**src/logic/tmr_params.svh**
```systemverilog
// register offsets, field positions, reset values and timing counts for the timer
`ifndef TMR_PARAMS_SVH
`define TMR_PARAMS_SVH

// ============================================================
// register offsets (byte index on the register port)
`define TMR_OFF_CTRL_TWO    5'h11
`define TMR_OFF_CTRL_ONE    5'h12
`define TMR_OFF_STATUS      5'h13
`define TMR_OFF_CAP1_HI     5'h14
`define TMR_OFF_CAP1_LO     5'h15
`define TMR_OFF_CMP1_HI     5'h16
`define TMR_OFF_CMP1_LO     5'h17
`define TMR_OFF_CNT_HI      5'h18
`define TMR_OFF_CNT_LO      5'h19
`define TMR_OFF_ALT_HI      5'h1A
`define TMR_OFF_ALT_LO      5'h1B
`define TMR_OFF_CAP2_HI     5'h1C
`define TMR_OFF_CAP2_LO     5'h1D
`define TMR_OFF_CMP2_HI     5'h1E
`define TMR_OFF_CMP2_LO     5'h1F

// ============================================================
// control one fields
`define TMR_C1_CAP_IE       7
`define TMR_C1_CMP_IE       6
`define TMR_C1_OVF_IE       5
`define TMR_C1_FORCE2       4
`define TMR_C1_FORCE1       3
`define TMR_C1_LVL2         2
`define TMR_C1_CAP1_EDGE    1
`define TMR_C1_LVL1         0

// control two fields
`define TMR_C2_PIN1_EN      7
`define TMR_C2_PIN2_EN      6
`define TMR_C2_ONE_PULSE    5
`define TMR_C2_PWM          4
`define TMR_C2_CLK_HI       3
`define TMR_C2_CLK_LO       2
`define TMR_C2_CAP2_EDGE    1
`define TMR_C2_EXT_EDGE     0

// status fields
`define TMR_SR_CAP1         7
`define TMR_SR_CMP1         6
`define TMR_SR_OVF          5
`define TMR_SR_CAP2         4
`define TMR_SR_CMP2         3

// ============================================================
// reset values
`define TMR_RST_CTRL        8'h00
`define TMR_RST_CMP_HI      8'h80
`define TMR_RST_CMP_LO      8'h00
`define TMR_RST_COUNT       16'hFFFC
`define TMR_PWM_RELOAD      16'hFFFC
`define TMR_COUNT_MAX       16'hFFFF

// ============================================================
// prescaler divides
`define TMR_DIV_BY2         3'h1
`define TMR_DIV_BY4         3'h3
`define TMR_DIV_BY8         3'h7

`endif

```
**src/logic/tmr_pkg.sv**
```systemverilog
// types shared by the timer files
package tmr_pkg;
    typedef enum logic [1:0] {
        TMR_CLK_DIV4 = 2'h0,
        TMR_CLK_DIV2 = 2'h1,
        TMR_CLK_DIV8 = 2'h2,
        TMR_CLK_EXT  = 2'h3
    } tmr_clk_sel_t;

    typedef enum logic [2:0] {
        TMR_OP_IDLE  = 3'b001,
        TMR_OP_ARMED = 3'b010,
        TMR_OP_PULSE = 3'b100
    } tmr_pulse_st_t;
endpackage

```
**src/logic/tmr_tick_gen.sv**
```systemverilog
// timer tick source: cpu prescaler or edge-selected external clock
`include "tmr_params.svh"

module tmr_tick_gen #(
    parameter bit EXT_PIN_PRESENT = 1'b1
) (
    // clock and reset
    input  wire logic               clock,
    input  wire logic               sys_rst,
    input  wire logic               clk_en,
    // selection
    input  wire tmr_pkg::tmr_clk_sel_t clk_sel,
    input  wire logic               ext_edge_rise,
    input  wire logic               ext_clock_pin,
    // tick
    output logic                    tick_ff
);
    logic [2:0] pre_ff;
    logic       ext_prev_ff;
    logic       ext_edge;
    logic [2:0] div_mask;

    always_comb begin
        unique case (clk_sel)
            tmr_pkg::TMR_CLK_DIV4: div_mask = `TMR_DIV_BY4;
            tmr_pkg::TMR_CLK_DIV2: div_mask = `TMR_DIV_BY2;
            tmr_pkg::TMR_CLK_DIV8: div_mask = `TMR_DIV_BY8;
            tmr_pkg::TMR_CLK_EXT:  div_mask = `TMR_DIV_BY8;
        endcase
    end

    assign ext_edge = ext_edge_rise ? (ext_clock_pin & ~ext_prev_ff)
                                    : (~ext_clock_pin & ext_prev_ff);

    always_ff @(posedge clock) begin
        if (sys_rst) begin
            pre_ff      <= 3'h0;
            ext_prev_ff <= 1'b0;
        end else if (clk_en) begin
            pre_ff      <= pre_ff + 3'h1;
            ext_prev_ff <= ext_clock_pin;
        end
    end

    // tick is registered so the counter sees a clean one-cycle strobe
    always_ff @(posedge clock) begin
        if (sys_rst) begin
            tick_ff <= 1'b0;
        end else if (clk_en) begin
            if (clk_sel == tmr_pkg::TMR_CLK_EXT) begin
                tick_ff <= EXT_PIN_PRESENT & ext_edge;
            end else begin
                tick_ff <= ((pre_ff & div_mask) == div_mask);
            end
        end
    end
endmodule

```
**src/logic/tmr_core.sv**
```systemverilog
// sixteen-bit timer with two captures, two compares, one-pulse and pwm modes
// How it works
// - capture enable lets either capture flag raise the timer interrupt.
// - compare enable lets either compare flag raise the timer interrupt.
// - overflow enable lets the overflow flag raise the timer interrupt.
// - force bit two copies level two onto pin two when enabled.
// - force bit one copies level one onto pin one when enabled, outside pwm and one-pulse modes.
// - compare two match drives level two; pin one in pwm, no pin in one-pulse.
// - capture one edge select: zero falling, one rising.
// - compare one match drives level one onto pin one when enabled.
// - pin one enable only routes output; compare one runs regardless.
// - pin two enable only routes output; compare two runs regardless.
// - one-pulse mode: capture one edge starts a pulse timed by compare one.
// - pwm: pulse length from compare one, period from compare two.
// - clock select picks divide by 4, 2, 8 or external clock.
// - without an external pin, external selection halts the counter.
// - capture two edge select: zero falling, one rising.
// - external clock edge select: zero falling, one rising.
// - capture one flag sets on edge or pwm period; status then low byte clears. A capture one edge in one-pulse or pwm mode does not set it.
// - compare one flag sets on match; status then low byte access clears. A match in one-pulse mode does not set it.
// - overflow flag sets on wrap; counter low clears, alternate never.
// - capture two flag sets on edge and loads capture two.
// - compare two flag sets on match; status then low byte access clears.
// - low three status bits always read zero.
// - pwm compare two match reloads the counter to FFFC.
// - high byte write suspends that compare until low byte written.
// - pwm mode never sets compare flags.
// - pwm and one-pulse together behave as pwm only.
//
// Decided for this implementation: the address-and-strobe port and the register offsets.
`include "tmr_params.svh"

module tmr_core #(
    parameter bit EXT_PIN_PRESENT = 1'b1
) (
    // clock and reset
    input  wire logic       clock,
    input  wire logic       sys_rst,
    input  wire logic       clk_en,
    // register port
    input  wire logic [4:0] reg_addr,
    input  wire logic [7:0] reg_wdata,
    input  wire logic       reg_wr,
    input  wire logic       reg_rd,
    output logic [7:0]      reg_rdata_ff,
    // pins
    input  wire logic       capture_in_pin_one,
    input  wire logic       capture_in_pin_two,
    input  wire logic       ext_clock_pin,
    output logic            compare_out_pin_one,
    output logic            compare_out_pin_two,
    output logic            pin_one_owned,
    output logic            pin_two_owned,
    // interrupt request
    output logic            timer_irq_ff
);
    // ============================================================
    // registers
    logic [7:0]  ctrl_one_ff;
    logic [7:0]  ctrl_two_ff;
    logic [15:0] count_ff;
    logic [15:0] cap1_ff;
    logic [15:0] cap2_ff;
    logic [15:0] cmp1_ff;
    logic [15:0] cmp2_ff;
    logic        cmp1_hold_ff;
    logic        cmp2_hold_ff;
    logic        cap1_flag_ff;
    logic        cmp1_flag_ff;
    logic        ovf_flag_ff;
    logic        cap2_flag_ff;
    logic        cmp2_flag_ff;
    logic        sr_armed_ff;
    logic        pin1_lvl_ff;
    logic        pin2_lvl_ff;
    logic        pin1_en_ff;
    logic        pin2_en_ff;
    logic        cap1_prev_ff;
    logic        cap2_prev_ff;
    tmr_pkg::tmr_pulse_st_t op_st_ff;
    tmr_pkg::tmr_pulse_st_t nxt_op_st;

    logic        tick;
    logic        any_acc;
    logic        pwm_on;
    logic        opm_on;
    logic        cmp1_hit;
    logic        cmp2_hit;
    logic        cap1_edge;
    logic        cap2_edge;
    logic        cnt_clear;
    logic [7:0]  status_byte;

    // ============================================================
    // helpers
    function automatic logic hit(input logic [4:0] a, input logic [4:0] off,
                                 input logic acc);
        hit = acc && (a == off);
    endfunction

    function automatic logic edge_seen(input logic now, input logic prev,
                                       input logic rise);
        edge_seen = rise ? (now & ~prev) : (~now & prev);
    endfunction

    assign any_acc   = reg_wr | reg_rd;
    assign pwm_on    = ctrl_two_ff[`TMR_C2_PWM];
    assign opm_on    = ctrl_two_ff[`TMR_C2_ONE_PULSE] & ~pwm_on;
    // compares stay inactive while their hold is set, between a high and a low byte write
    assign cmp1_hit  = tick && !cmp1_hold_ff && (count_ff == cmp1_ff);
    assign cmp2_hit  = tick && !cmp2_hold_ff && (count_ff == cmp2_ff);
    assign cap1_edge = edge_seen(capture_in_pin_one, cap1_prev_ff,
                                 ctrl_one_ff[`TMR_C1_CAP1_EDGE]);
    assign cap2_edge = edge_seen(capture_in_pin_two, cap2_prev_ff,
                                 ctrl_two_ff[`TMR_C2_CAP2_EDGE]);
    assign cnt_clear = hit(reg_addr, `TMR_OFF_CNT_LO, reg_wr)
                     | hit(reg_addr, `TMR_OFF_ALT_LO, reg_wr);
    assign status_byte = {cap1_flag_ff, cmp1_flag_ff, ovf_flag_ff, cap2_flag_ff,
                          cmp2_flag_ff, 3'h0};

    tmr_tick_gen #(
        .EXT_PIN_PRESENT (EXT_PIN_PRESENT)
    ) u_tick (
        .clock         (clock),
        .sys_rst       (sys_rst),
        .clk_en        (clk_en),
        .clk_sel       (tmr_pkg::tmr_clk_sel_t'(ctrl_two_ff[`TMR_C2_CLK_HI:`TMR_C2_CLK_LO])),
        .ext_edge_rise (ctrl_two_ff[`TMR_C2_EXT_EDGE]),
        .ext_clock_pin (ext_clock_pin),
        .tick_ff       (tick)
    );

    // ============================================================
    // control registers
    always_ff @(posedge clock) begin
        if (sys_rst) begin
            ctrl_one_ff <= `TMR_RST_CTRL;
            ctrl_two_ff <= `TMR_RST_CTRL;
        end else if (clk_en) begin
            if (hit(reg_addr, `TMR_OFF_CTRL_ONE, reg_wr)) begin
                ctrl_one_ff <= reg_wdata;
            end
            if (hit(reg_addr, `TMR_OFF_CTRL_TWO, reg_wr)) begin
                ctrl_two_ff <= reg_wdata;
            end
        end
    end

    // ============================================================
    // compare values and the high-byte hold
    always_ff @(posedge clock) begin
        if (sys_rst) begin
            cmp1_ff      <= {`TMR_RST_CMP_HI, `TMR_RST_CMP_LO};
            cmp2_ff      <= {`TMR_RST_CMP_HI, `TMR_RST_CMP_LO};
            cmp1_hold_ff <= 1'b0;
            cmp2_hold_ff <= 1'b0;
        end else if (clk_en) begin
            if (hit(reg_addr, `TMR_OFF_CMP1_HI, reg_wr)) begin
                cmp1_ff[15:8] <= reg_wdata;
                cmp1_hold_ff  <= 1'b1;
            end
            if (hit(reg_addr, `TMR_OFF_CMP1_LO, reg_wr)) begin
                cmp1_ff[7:0]  <= reg_wdata;
                cmp1_hold_ff  <= 1'b0;
            end
            if (hit(reg_addr, `TMR_OFF_CMP2_HI, reg_wr)) begin
                cmp2_ff[15:8] <= reg_wdata;
                cmp2_hold_ff  <= 1'b1;
            end
            if (hit(reg_addr, `TMR_OFF_CMP2_LO, reg_wr)) begin
                cmp2_ff[7:0]  <= reg_wdata;
                cmp2_hold_ff  <= 1'b0;
            end
        end
    end

    // ============================================================
    // free-running counter
    always_ff @(posedge clock) begin
        if (sys_rst) begin
            count_ff <= `TMR_RST_COUNT;
        end else if (clk_en) begin
            if (cnt_clear) begin
                count_ff <= `TMR_RST_COUNT;
            end else if (pwm_on && cmp2_hit) begin
                count_ff <= `TMR_PWM_RELOAD;
            end else if (tick) begin
                count_ff <= count_ff + 16'h0001;
            end
        end
    end

    // ============================================================
    // captures; pin one is taken over by the pulse modes
    always_ff @(posedge clock) begin
        if (sys_rst) begin
            cap1_prev_ff <= 1'b0;
            cap2_prev_ff <= 1'b0;
            cap1_ff      <= 16'h0000;
            cap2_ff      <= 16'h0000;
        end else if (clk_en) begin
            cap1_prev_ff <= capture_in_pin_one;
            cap2_prev_ff <= capture_in_pin_two;
            if (cap1_edge && !pwm_on && !opm_on) begin
                cap1_ff <= count_ff;
            end
            if (cap2_edge) begin
                cap2_ff <= count_ff;
            end
        end
    end

    // ============================================================
    // status flags: a status read arms the clear, the low byte access fires it
    always_ff @(posedge clock) begin
        if (sys_rst) begin
            sr_armed_ff <= 1'b0;
        end else if (clk_en) begin
            if (hit(reg_addr, `TMR_OFF_STATUS, reg_rd)) begin
                sr_armed_ff <= 1'b1;
            end
        end
    end

    // set wins over a clear in the same cycle so no event is lost
    always_ff @(posedge clock) begin
        if (sys_rst) begin
            cap1_flag_ff <= 1'b0;
            cmp1_flag_ff <= 1'b0;
            ovf_flag_ff  <= 1'b0;
            cap2_flag_ff <= 1'b0;
            cmp2_flag_ff <= 1'b0;
        end else if (clk_en) begin
            if ((cap1_edge && !pwm_on && !opm_on) || (pwm_on && cmp2_hit)) begin
                cap1_flag_ff <= 1'b1;
            end else if (sr_armed_ff && hit(reg_addr, `TMR_OFF_CAP1_LO, any_acc)) begin
                cap1_flag_ff <= 1'b0;
            end
            if (cmp1_hit && !pwm_on && !opm_on) begin
                cmp1_flag_ff <= 1'b1;
            end else if (sr_armed_ff && hit(reg_addr, `TMR_OFF_CMP1_LO, any_acc)) begin
                cmp1_flag_ff <= 1'b0;
            end
            if (tick && !cnt_clear && !(pwm_on && cmp2_hit)
                && count_ff == `TMR_COUNT_MAX) begin
                ovf_flag_ff <= 1'b1;
            end else if (sr_armed_ff && hit(reg_addr, `TMR_OFF_CNT_LO, any_acc)) begin
                ovf_flag_ff <= 1'b0;
            end
            if (cap2_edge) begin
                cap2_flag_ff <= 1'b1;
            end else if (sr_armed_ff && hit(reg_addr, `TMR_OFF_CAP2_LO, any_acc)) begin
                cap2_flag_ff <= 1'b0;
            end
            if (cmp2_hit && !pwm_on) begin
                cmp2_flag_ff <= 1'b1;
            end else if (sr_armed_ff && hit(reg_addr, `TMR_OFF_CMP2_LO, any_acc)) begin
                cmp2_flag_ff <= 1'b0;
            end
        end
    end

    // ============================================================
    // one-pulse sequencer: capture one edge starts, compare one ends
    always_comb begin
        nxt_op_st = op_st_ff;
        unique case (op_st_ff)
            tmr_pkg::TMR_OP_IDLE:  if (opm_on) nxt_op_st = tmr_pkg::TMR_OP_ARMED;
            tmr_pkg::TMR_OP_ARMED: begin
                if (!opm_on) begin
                    nxt_op_st = tmr_pkg::TMR_OP_IDLE;
                end else if (cap1_edge) begin
                    nxt_op_st = tmr_pkg::TMR_OP_PULSE;
                end
            end
            tmr_pkg::TMR_OP_PULSE: begin
                if (!opm_on) begin
                    nxt_op_st = tmr_pkg::TMR_OP_IDLE;
                end else if (cmp1_hit) begin
                    nxt_op_st = tmr_pkg::TMR_OP_ARMED;
                end
            end
            default: nxt_op_st = tmr_pkg::TMR_OP_IDLE;
        endcase
    end

    always_ff @(posedge clock) begin
        if (sys_rst) begin
            op_st_ff <= tmr_pkg::TMR_OP_IDLE;
        end else if (clk_en) begin
            op_st_ff <= nxt_op_st;
        end
    end

    // ============================================================
    // compare output levels; internal level runs whatever the pin enables say
    always_ff @(posedge clock) begin
        if (sys_rst) begin
            pin1_lvl_ff <= 1'b0;
            pin2_lvl_ff <= 1'b0;
        end else if (clk_en) begin
            if (pwm_on) begin
                if (cmp2_hit) begin
                    pin1_lvl_ff <= ctrl_one_ff[`TMR_C1_LVL2];
                end else if (cmp1_hit) begin
                    pin1_lvl_ff <= ctrl_one_ff[`TMR_C1_LVL1];
                end
            end else if (opm_on) begin
                if (op_st_ff == tmr_pkg::TMR_OP_ARMED && cap1_edge) begin
                    pin1_lvl_ff <= ctrl_one_ff[`TMR_C1_LVL2];
                end else if (op_st_ff == tmr_pkg::TMR_OP_PULSE && cmp1_hit) begin
                    pin1_lvl_ff <= ctrl_one_ff[`TMR_C1_LVL1];
                end
            end else if (ctrl_one_ff[`TMR_C1_FORCE1]) begin
                pin1_lvl_ff <= ctrl_one_ff[`TMR_C1_LVL1];
            end else if (cmp1_hit) begin
                pin1_lvl_ff <= ctrl_one_ff[`TMR_C1_LVL1];
            end
            if (ctrl_one_ff[`TMR_C1_FORCE2]) begin
                pin2_lvl_ff <= ctrl_one_ff[`TMR_C1_LVL2];
            end else if (cmp2_hit && !pwm_on && !opm_on) begin
                pin2_lvl_ff <= ctrl_one_ff[`TMR_C1_LVL2];
            end
        end
    end

    // pin ownership only routes the level out
    always_ff @(posedge clock) begin
        if (sys_rst) begin
            pin1_en_ff <= 1'b0;
            pin2_en_ff <= 1'b0;
        end else if (clk_en) begin
            pin1_en_ff <= ctrl_two_ff[`TMR_C2_PIN1_EN];
            pin2_en_ff <= ctrl_two_ff[`TMR_C2_PIN2_EN];
        end
    end

    assign compare_out_pin_one = pin1_lvl_ff;
    assign compare_out_pin_two = pin2_lvl_ff;
    assign pin_one_owned       = pin1_en_ff;
    assign pin_two_owned       = pin2_en_ff;

    // ============================================================
    // interrupt request
    always_ff @(posedge clock) begin
        if (sys_rst) begin
            timer_irq_ff <= 1'b0;
        end else if (clk_en) begin
            timer_irq_ff <= (ctrl_one_ff[`TMR_C1_CAP_IE] & (cap1_flag_ff | cap2_flag_ff))
                          | (ctrl_one_ff[`TMR_C1_CMP_IE] & (cmp1_flag_ff | cmp2_flag_ff))
                          | (ctrl_one_ff[`TMR_C1_OVF_IE] & ovf_flag_ff);
        end
    end

    // ============================================================
    // read data, valid only in the cycle after the strobe
    always_ff @(posedge clock) begin
        if (sys_rst) begin
            reg_rdata_ff <= 8'h00;
        end else if (clk_en) begin
            reg_rdata_ff <= 8'h00;
            if (reg_rd) begin
                unique case (reg_addr)
                    `TMR_OFF_CTRL_TWO: reg_rdata_ff <= ctrl_two_ff;
                    `TMR_OFF_CTRL_ONE: reg_rdata_ff <= ctrl_one_ff;
                    `TMR_OFF_STATUS:   reg_rdata_ff <= status_byte;
                    `TMR_OFF_CAP1_HI:  reg_rdata_ff <= cap1_ff[15:8];
                    `TMR_OFF_CAP1_LO:  reg_rdata_ff <= cap1_ff[7:0];
                    `TMR_OFF_CMP1_HI:  reg_rdata_ff <= cmp1_ff[15:8];
                    `TMR_OFF_CMP1_LO:  reg_rdata_ff <= cmp1_ff[7:0];
                    `TMR_OFF_CNT_HI:   reg_rdata_ff <= count_ff[15:8];
                    `TMR_OFF_CNT_LO:   reg_rdata_ff <= count_ff[7:0];
                    `TMR_OFF_ALT_HI:   reg_rdata_ff <= count_ff[15:8];
                    `TMR_OFF_ALT_LO:   reg_rdata_ff <= count_ff[7:0];
                    `TMR_OFF_CAP2_HI:  reg_rdata_ff <= cap2_ff[15:8];
                    `TMR_OFF_CAP2_LO:  reg_rdata_ff <= cap2_ff[7:0];
                    `TMR_OFF_CMP2_HI:  reg_rdata_ff <= cmp2_ff[15:8];
                    `TMR_OFF_CMP2_LO:  reg_rdata_ff <= cmp2_ff[7:0];
                    default:           reg_rdata_ff <= 8'h00;
                endcase
            end
        end
    end
endmodule

```
**config.mk**
```make
export PLATFORM = sky130hd
export DESIGN_NAME = tmr_core
export DESIGN_NICKNAME = d
export VERILOG_FILES = /design/src/logic/tmr_pkg.sv /design/src/logic/tmr_tick_gen.sv /design/src/logic/tmr_core.sv
export VERILOG_INCLUDE_DIRS = /design/src /design/src/logic
export SDC_FILE = /design/constraint.sdc
export NUM_CORES = 1
export LEC_CHECK = 0
export BUFFER_PORTS_ARGS = -buffer_cell sky130_fd_sc_hd__buf_2
export CAP_MARGIN = 10
export CORE_ASPECT_RATIO = 1.75
export CORE_MARGIN = 3
export CORE_UTILIZATION = 44
export DETAILED_ROUTE_END_ITERATION = 10
export PLACE_DENSITY = 0.63
export SYNTH_ARGS = -nofsm -noshare
export SYNTH_HDL_FRONTEND = slang
export SYNTH_SLANG_ARGS = --single-unit
```
**constraint.sdc**
```tcl
create_clock -name clock -period 2.1 [get_ports clock]
set_clock_uncertainty 0.2 [all_clocks]
set_input_delay 0.105 -clock clock [delete_from_list [all_inputs] [get_ports clock]]
set_output_delay 0.105 -clock clock [all_outputs]
set_load 0.01 [all_outputs]
```
# Word level (Yosys, flattened, before mapping)
# Index checks and enable logic that the tools add are counted.
dict set report totals {
  register_bits 127
  latchBits 0
  ramBits 0
  romBits 0
  in_bits 21
  out_inout_bits 13
  wordCells 198
  n_memories 0
}
dict set report op_classes {
  add_sub_neg 2
  n_mul 0
  n_div 0
  n_lt_le_gt_ge 0
  eq_ne 29
  shift 0
  n_mux 39
  bitwise_logic 24
  n_reduce_logical 75
}
# op n
set op_table {}
lappend op_table {{$pmux 8 s13} 1}
lappend op_table {{$eq 5x5->1 const B} 15}
lappend op_table {{$mux 16} 3}
lappend op_table {{$reduce_and 2->1} 19}
lappend op_table {{$logic_and 1x1->1} 35}
lappend op_table {{$eq 16x16->1} 2}
lappend op_table {{$mux 1} 27}
lappend op_table {{$pmux 3 s3} 2}
lappend op_table {{$add 16x1->16 const B} 1}
lappend op_table {{$eq 16x16->1 const B} 1}
lappend op_table {{$reduce_bool 2->1} 8}
lappend op_table {{$mux 3} 5}
lappend op_table {{$and 1x1->1} 10}
lappend op_table {{$mux 8} 1}
lappend op_table {{$not 1->1} 7}
lappend op_table {{$logic_not 1->1} 6}
lappend op_table {{$ne 3x3->1 const B} 2}
lappend op_table {{$or 1x1->1} 6}
lappend op_table {{$reduce_or 2->1} 3}
lappend op_table {{$eq 2x2->1 const B} 2}
lappend op_table {{$ne 4x2->1 const B} 1}
lappend op_table {{$reduce_and 4->1} 1}
lappend op_table {{$add 3x1->3 const B} 1}
lappend op_table {{$and 3x3->3} 1}
lappend op_table {{9 further kinds} 9}

# Longest topological paths before layout
# Gate-level depths: netlist of run 1.
dict set report depth {
  word_depth 9
  depth_mapped 9
}

# By module
# From an unflattened synthesis of run 1, not the netlist that was laid out.
dict set report hier_totals {
  hier_cells 753
  hier_area_um2 6316.1
}
# mod n_inst cells_per_inst area_each_um2
set by_module_without_submodules {}
lappend by_module_without_submodules {tmr_core 1 729 6082.1}
lappend by_module_without_submodules {tmr_tick_gen 1 24 234.0}

# Least setup slack after synthesis of run 1
# OpenSTA, ideal clock, no wires.
dict set report synth_path {
  kind {register to register}
  start {register count_ff[9]}
  end {register pin1_lvl_ff (netlist: compare_out_pin_one)}
  arrival_time_ns 1.640
  required_time_ns 1.763
  setup_slack_ns 0.123
  stages_incl_launch_ff 8
  n_path_buf 1
  path_cell_list {dfxtp_1 buf_6 xor2_1 nor4_2 nand4b_2 o41a_1 o31ai_1 a311oi_2}
}
dict set report synth_via {
  elab_chain_cells 6
}
# item line_no
set synth_lines {}
lappend synth_lines {{start, declared} tmr_core.sv:61} ;# logic [15:0] count_ff;
lappend synth_lines {{start signal, assigned} tmr_core.sv:181} ;# count_ff <= `TMR_RST_COUNT;
lappend synth_lines {{start signal, assigned} tmr_core.sv:184} ;# count_ff <= `TMR_RST_COUNT;
lappend synth_lines {{start signal, assigned} tmr_core.sv:186} ;# count_ff <= `TMR_PWM_RELOAD;
lappend synth_lines {{$eq 16x16->1} tmr_core.sv:110} ;# assign cmp1_hit = tick && !cmp1_hold_ff && (count_ff == cmp1_ff);
lappend synth_lines {{$logic_and 1x1->1} tmr_core.sv:110}
lappend synth_lines {{$mux 1 (3 in a row)} n/a}
lappend synth_lines {{$mux 1} tmr_core.sv:302} ;# if (pwm_on) begin
lappend synth_lines {{end signal, assigned} tmr_core.sv:304} ;# pin1_lvl_ff <= ctrl_one_ff[`TMR_C1_LVL2];
lappend synth_lines {{end signal, assigned} tmr_core.sv:306} ;# pin1_lvl_ff <= ctrl_one_ff[`TMR_C1_LVL1];
lappend synth_lines {{end signal, assigned} tmr_core.sv:310} ;# pin1_lvl_ff <= ctrl_one_ff[`TMR_C1_LVL2];
lappend synth_lines {{end, declared} tmr_core.sv:74} ;# logic pin1_lvl_ff;
# Parallel ways exist; a longest one is shown, timed or not.
# A chain may end at the register's enable or synchronous reset.

# Worst setup path after layout of run 1
dict set report layout_path {
  start {register count_ff[9]}
  end {register count_ff[1]}
}
dict set report layout_via {
  elab_chain_cells 5
}
# item line_no
set layout_lines {}
lappend layout_lines {{$eq 16x16->1 (*)} tmr_core.sv:111} ;# assign cmp2_hit = tick && !cmp2_hold_ff && (count_ff == cmp2_ff);
lappend layout_lines {{$logic_and 1x1->1 (*)} tmr_core.sv:111}
lappend layout_lines {{$logic_and 1x1->1 (*)} tmr_core.sv:185} ;# end else if (pwm_on && cmp2_hit) begin
lappend layout_lines {{$reduce_bool 3->1 (no source line) or $mux 16 (tied branches)} n/a}
lappend layout_lines {{$reduce_and 2->1 (no source line) or $mux 16 (tied branches)} n/a}
# Mark *: on every way between the ends. The rest lies on a longest branch, timed or not.

==> metrics.txt, run 1 <==
GRT Resource Usage Total 30.2%; Crit. End Element register; Clock Tree Root clkbuf_16; total grt overflow 0; vias in the first global route 6142; FMAX 472 MHz; Syn Nets 772; Cell Pwr Density 715 nW/um2; met1 usage 33.1%; sequential power share 42.2%; register area share after synthesis 39.9%; post-layout instance area 8210 um2; dpl ws -49.1 ps; Mapped Area 6370 um2; TritonCTS clock tree done; failing checks setup timing; die footprint 16000 um2; total clock sinks 127; Rows 57; Pint 4.22 mW; Post-Syn Area per Cell 8.51 um2; WL per Instance 22.7 um; initial antenna violation count 0; router iterations before antenna repair 6; Critical Path Start Type register; final period utilization 101%; dpl hpwl 18300 um; yosys warns 0; CTS buffer count 17; NetSw 1.65 mW; Clk pin slew, worst setup/hold paths 70 ps; post-synthesis cell count 749; H-tree levels 4; final hold violation count 0; height of the die 165 um; pin count of the biggest net entering global routing 58; Setup Crit Path Kind reg2reg; HP Start reg_addr[2]; Seq cells post-synth 127; slew margin rel. 64.7%; crit path from count_ff[9]; worst flop-to-flop path startpoint count_ff[9]; layout cell share with drive strength beyond 1 24.6%; Leakage 3.45 nW; fin util 58.5%; Slew @ Worst Pin 529 ps; Initial Util 45.3%; Post-Layout Cell Count 1063; unrepaired setup endpoints after global routing yes; Post-layout nets 896; Final Max Tran Viols 0; DR vias 6348; Critical Path Fanout Max 8; FFs w/ async S/R, synth 0%; Comb pwr share 6.6%; sw frac 28.1%; DRC 0; worst min path class in2reg; dpl cells 1007; met3 Use GR 5.04%; Post-synth EDFFs 0; clk_lat worst skew 430 ps; core region area 14000 um2; CP required 2190 ps; Primary FF master, synth dfxtp_1; Clk network pwr share 51.2%; GR peak layer met2; Layout area overhead 28.9%; antenna fix cells 0; final hold slack 35.1 ps; met2 GRT Util 52.5%; worst ir drop on vdd 0.000669 V; IO Pins 34; Die X 97.0 um; Post-DRT Antenna Nets 0; number of max-cap violations 0; global-route wire length before repair 36300 um; Netlist cell types 63; buffers added on ports 33; Setup TNS Final -88.3 ps; routed vias/inst 5.97; wirelength, routed 24200 um; total power 5.87 mW; Final setup viols 7; Placed Area 7290 um2; post-layout min period 2120 ps; setup ws final -20.5 ps; CTS max path bufs 2; DRT iter0 DRCs 542; Placer Congestion 0.998; CP arrival 2210 ps; status finished, violations left
==> power by group through the flow <==
| stage | Clock, mW | Sequential, mW | Combinational, mW |
|---|---|---|---|
| after global routing | 3.16 | 2.48 | 0.411 |
| after detailed placement | 0 | 2.53 | 0.349 |
| after CTS | 3.05 | 2.48 | 0.375 |
| after floorplan | 0 | 2.52 | 0.205 |
| after global placement | 0 | 2.53 | 0.342 |
| final | 3.01 | 2.48 | 0.386 |
==> registers in the layout (all words and copies together), names as in the netlist, 3 cells and up <==
register       flops
u_tick.pre_ff      3
reg_rdata_ff       8
cap1_ff           16
op_st_ff           3
count_ff          16
cmp2_ff           16
cmp1_ff           16
ctrl_two_ff        8
ctrl_one_ff        8
cap2_ff           16
==> layer usage <==
metal  vias up  part of all wire [%]
li1       2918                     -
met1      3045                    37
met2       298                    50
met3        87                   5.5
met4         0                   8.0
met5         -                     0
==> critical path, cell delays in order (launching register included) <==
cell and delay (ps):
dfxtp_2 330, xor2_1 160, nor4_2 360, nand4b_2 250, nor4_4 320, o21ai_4 180, nor3b_2 190
==> area by class of cell <==
type | instances | area [um2]
timing repair buffer | 167 | 1250
clock inverter | 15 | 184
clock buffer | 17 | 425
sequential | 127 | 2560
fill | 1261 | 5840
inverter | 8 | 30.0
multi-input combinational | 552 | 3540
tap | 177 | 221
==> worst paths after layout <==
kind | cells past startpoint | slack (ps) | to
worst max-delay path | 6 | -20 | count_ff[1]
worst min-delay path | 5 | 40 | reg_rdata_ff[2]
worst max register to register | 6 | -20 | count_ff[1]
worst min register to register | 2 | 270 | reg_rdata_ff[4]
==> logic make-up after synthesis <==
kind of cell    Yosys count  share of synthesized area, %
compound gates          146                          15.5
fa+ha+maj                 2                         0.393
buf+inv                  70                          5.44
simple gates            303                          23.8
mux                      55                          8.64
xor+xnor                 46                          6.32
flops                   127                          39.9
==> timing repair <==
action | CTS | global route
resized for setup | 3 | 24
hold buffers | 18 | 0
hold endpoints to repair | 72 | 0
pin swaps | 4 | 4
endpoints found under the setup margin | 19 | 23
buffers inserted | 0 | 6
==> cells in the mapped netlist (all sizes together) (5+ instances only) <==
library cell	instances	area, um2
dfxtp	127	2540
nand2	106	398
nor2	80	303
mux2i	55	551
a21oi	53	265
buf	39	230
xor2	33	289
a32oi	26	228
clkbuf	23	86.3
nand3	21	105
o21ai	19	98.8
nand3b	18	143
nand4	14	87.6
xnor2	13	114
and2	11	68.8
a22oi	10	75.1
nor3	10	55.1
nor4	9	90.1
inv	8	30.0
a222oi	7	70.1
nor2b	7	43.8
o21bai	7	52.6
and3	5	32.5
==> placed cells by master, fill, tap and decap left out, types with 6 or more instances in the layout <==
master | netlist | routed
inv_6 | 0 | 6
nor2_1 | 79 | 78
a21oi_1 | 53 | 53
buf_2 | 28 | 32
nor2b_1 | 7 | 7
o21ai_0 | 17 | 17
a22oi_1 | 10 | 10
inv_1 | 8 | 8
nand3b_1 | 16 | 16
dlygate4sd3_1 | 0 | 18
dfxtp_1 | 127 | 118
xnor2_1 | 13 | 13
nand4_1 | 14 | 14
buf_4 | 3 | 112
clkbuf_16 | 0 | 17
and2_1 | 11 | 9
nor3_1 | 9 | 6
nand2_1 | 106 | 104
mux2i_1 | 55 | 55
a222oi_1 | 7 | 7
xor2_1 | 33 | 33
a32oi_1 | 26 | 26
dfxtp_2 | 0 | 8
nand3_1 | 21 | 21
o21bai_1 | 7 | 7
Note: power is estimated with default switching activity, not from simulation.
==> run 2, diff against run 1 <==
CTS_BUF_LIST = sky130_fd_sc_hd__clkbuf_2   (was default)
SKIP_LAST_GASP = 1   (was default)
SYNTH_HIERARCHICAL = 1   (was default)
==> metrics.txt, run 2 <==
status finished, violations left; failing checks setup timing; Critical R2R Capture ovf_flag_ff; setup ws final -80.7 ps; height of the die 164 um; yosys warns 6; NetSw 1.35 mW; routed vias/inst 5.96; total clock sinks 127; worst ir drop on vdd 0.000501 V; DRC 0; Die X 96.6 um; Worst Hold End cmp1_ff[13]; setup slack, reg-to-reg -80 ps; Layout area overhead 30.1%; unrepaired setup endpoints after global routing yes; Primary FF master, synth dfxtp_1; Placer Congestion 0.977; final hold slack 50.7 ps; Final setup viols 15; router iterations before antenna repair 5; TritonCTS clock tree done; IO Pins 34; DR vias 6497; Critical Path Fanout Max 4; initial antenna violation count 1; Sequential Area 2600 um2; Clk network pwr share 38.0%; Final Max Tran Viols 0; Post-Syn Area per Cell 8.39 um2; top-area cell type share of the netlist area 40.3%; Seq cells post-synth 127; global-route wire length before repair 37400 um; H-tree levels 4; Post-synth EDFFs 0; post-layout min period 2180 ps; Crit. End Element register; clk_lat worst skew 710 ps; FFs w/ async S/R, synth 0%; Setup Crit Path Kind reg2reg; final period utilization 104%; Rows 57; commonest non-fill, non-tap cell in the layout buf_4; Clk pin slew, worst setup/hold paths 210 ps; pin count of the biggest net entering global routing 73; DRT iter0 DRCs 805; number of max-cap violations 0; HP Start sys_rst; CTS max path bufs 2; dpl ws -419 ps; Leakage 3.29 nW; FMAX 459 MHz; slew margin rel. 54.8%; Post-Layout Cell Count 1090; Syn Nets 776; Netlist cell types 63; Pint 3.33 mW; Mapped Area 6320 um2; Multi-input gate area 3600 um2; cells on worst reg2reg path 7; dpl hpwl 18000 um; die footprint 15900 um2; sw frac 28.9%; core region area 14000 um2; # fillers 1347; CP required 2550 ps; Synth area leader dfxtp_1; WL per Instance 22.9 um; worst flop-to-flop path startpoint count_ff[12]; top post-synthesis cells by area dfxtp_1, mux2i_1, nand2_1, xor2_1, a21oi_1; total grt overflow 0; CP arrival 2630 ps; total power 4.68 mW; Post-DRT Antenna Nets 0; wirelength, routed 25000 um; Clock Tree Root clkbuf_2; Post-layout nets 922; dpl cells 1016; Cell Pwr Density 570 nW/um2; CTS buffer count 17; Comb pwr share 9.2%; worst min path class in2reg; Initial Util 45.2%; Slew @ Worst Pin 677 ps; buffers added on ports 33; register area share after synthesis 40.3%; Hold Path Depth 3; most frequent cell after synthesis dfxtp_1; vias in the first global route 6429; crit path from count_ff[12]; final hold violation count 0; post-synthesis cell count 753; Critical Path Start Type register; layout cell share with drive strength beyond 1 27.0%; most frequent cells in the layout buf_4, nand2_1, dfxtp_1, nor2_1, a21oi_1; top post-synthesis cells by count dfxtp_1, nand2_1, nor2_1; GRT Resource Usage Total 32.5%; sequential power share 52.8%
## run 2: timing repair
action,4_1_cts,5_1_grt
hold buffers,33,0
buffers inserted,5,4
gates resized for setup,46,26
endpoints found under the setup margin,22,23
pin swaps,15,10
endpoints found under the hold margin,127,0
## run 2: layout make-up
| cell class | count | share of cell area [%] |
|---|---|---|
| Sequential cell | 127 | 31.6 |
| Multi-Input combinational cell | 554 | 43.8 |
| Clock inverter | 15 | 2.39 |
| Timing Repair Buffer | 189 | 18.0 |
| Antenna cell | 1 | 0.0305 |
| Tap cell | 177 | 2.69 |
| Inverter | 10 | 0.457 |
| Clock buffer | 17 | 1.04 |
## run 2: stage by stage
step / area [um2] / utilization [%] / TNS [ps]
6_report: 8220 / 58.8 / -477
5_1_grt: 8220 / 58.8 / -1530
4_1_cts: 8110 / 58.0 / -33.4
3_5_place_dp: 7310 / 52.3 / -1620
3_3_place_gp: 7310 / 52.3 / -1490
2_1_floorplan: 6320 / - / 0
## run 2: cells by family (layout without fill, tap and decap cells)
logic type	after synthesis	in the layout	share of synthesized area, %
buffers and inverters	72	231	5.41
AOI/OAI and AO/OA	154	154	16.6
adders and majority gates	2	2	0.396
xor gates and xnor gates	46	46	6.38
other	0	1	0
muxes	49	49	7.79
and+or+nand+nor	303	303	23.2
DFF	127	127	40.3
## run 2: layer usage
layer	wire length (um)	global-route usage (%)	vias to the layer above
met1	9050	37.4	3087
met2	12500	54.3	342
li1	-	-	2968
met5	0	0	-
met4	1730	21.3	0
met3	1670	5.24	100
## run 2: critical path, cell delays in order (launching register included)
cell	delay (ps)
dfxtp_2	460
xor2_1	210
nor4_1	80
nand2_1	140
nor4_4	80
buf_4	160
or4b_2	670
a21oi_2	130
## run 2: power groups by stage
stage / clock network [mW] / registers (mW) / logic, mW
final: 1.78 / 2.47 / 0.432
after global routing: 1.91 / 2.48 / 0.460
after CTS: 1.81 / 2.47 / 0.417
after detailed placement: 0 / 2.53 / 0.369
after global placement: 0 / 2.53 / 0.364
after floorplan: 0 / 2.52 / 0.207
## run 2: worst max-delay path by stage
stage / endpoint / slack (ps) / depth (start not counted)
after floorplan: compare_out_pin_one / 4 / 6
after global placement: compare_out_pin_one / -370 / 7
after detailed placement: compare_out_pin_one / -420 / 7
after CTS: compare_out_pin_one / -30 / 7
after global routing: compare_out_pin_one / -150 / 8
final: ovf_flag_ff / -80 / 7
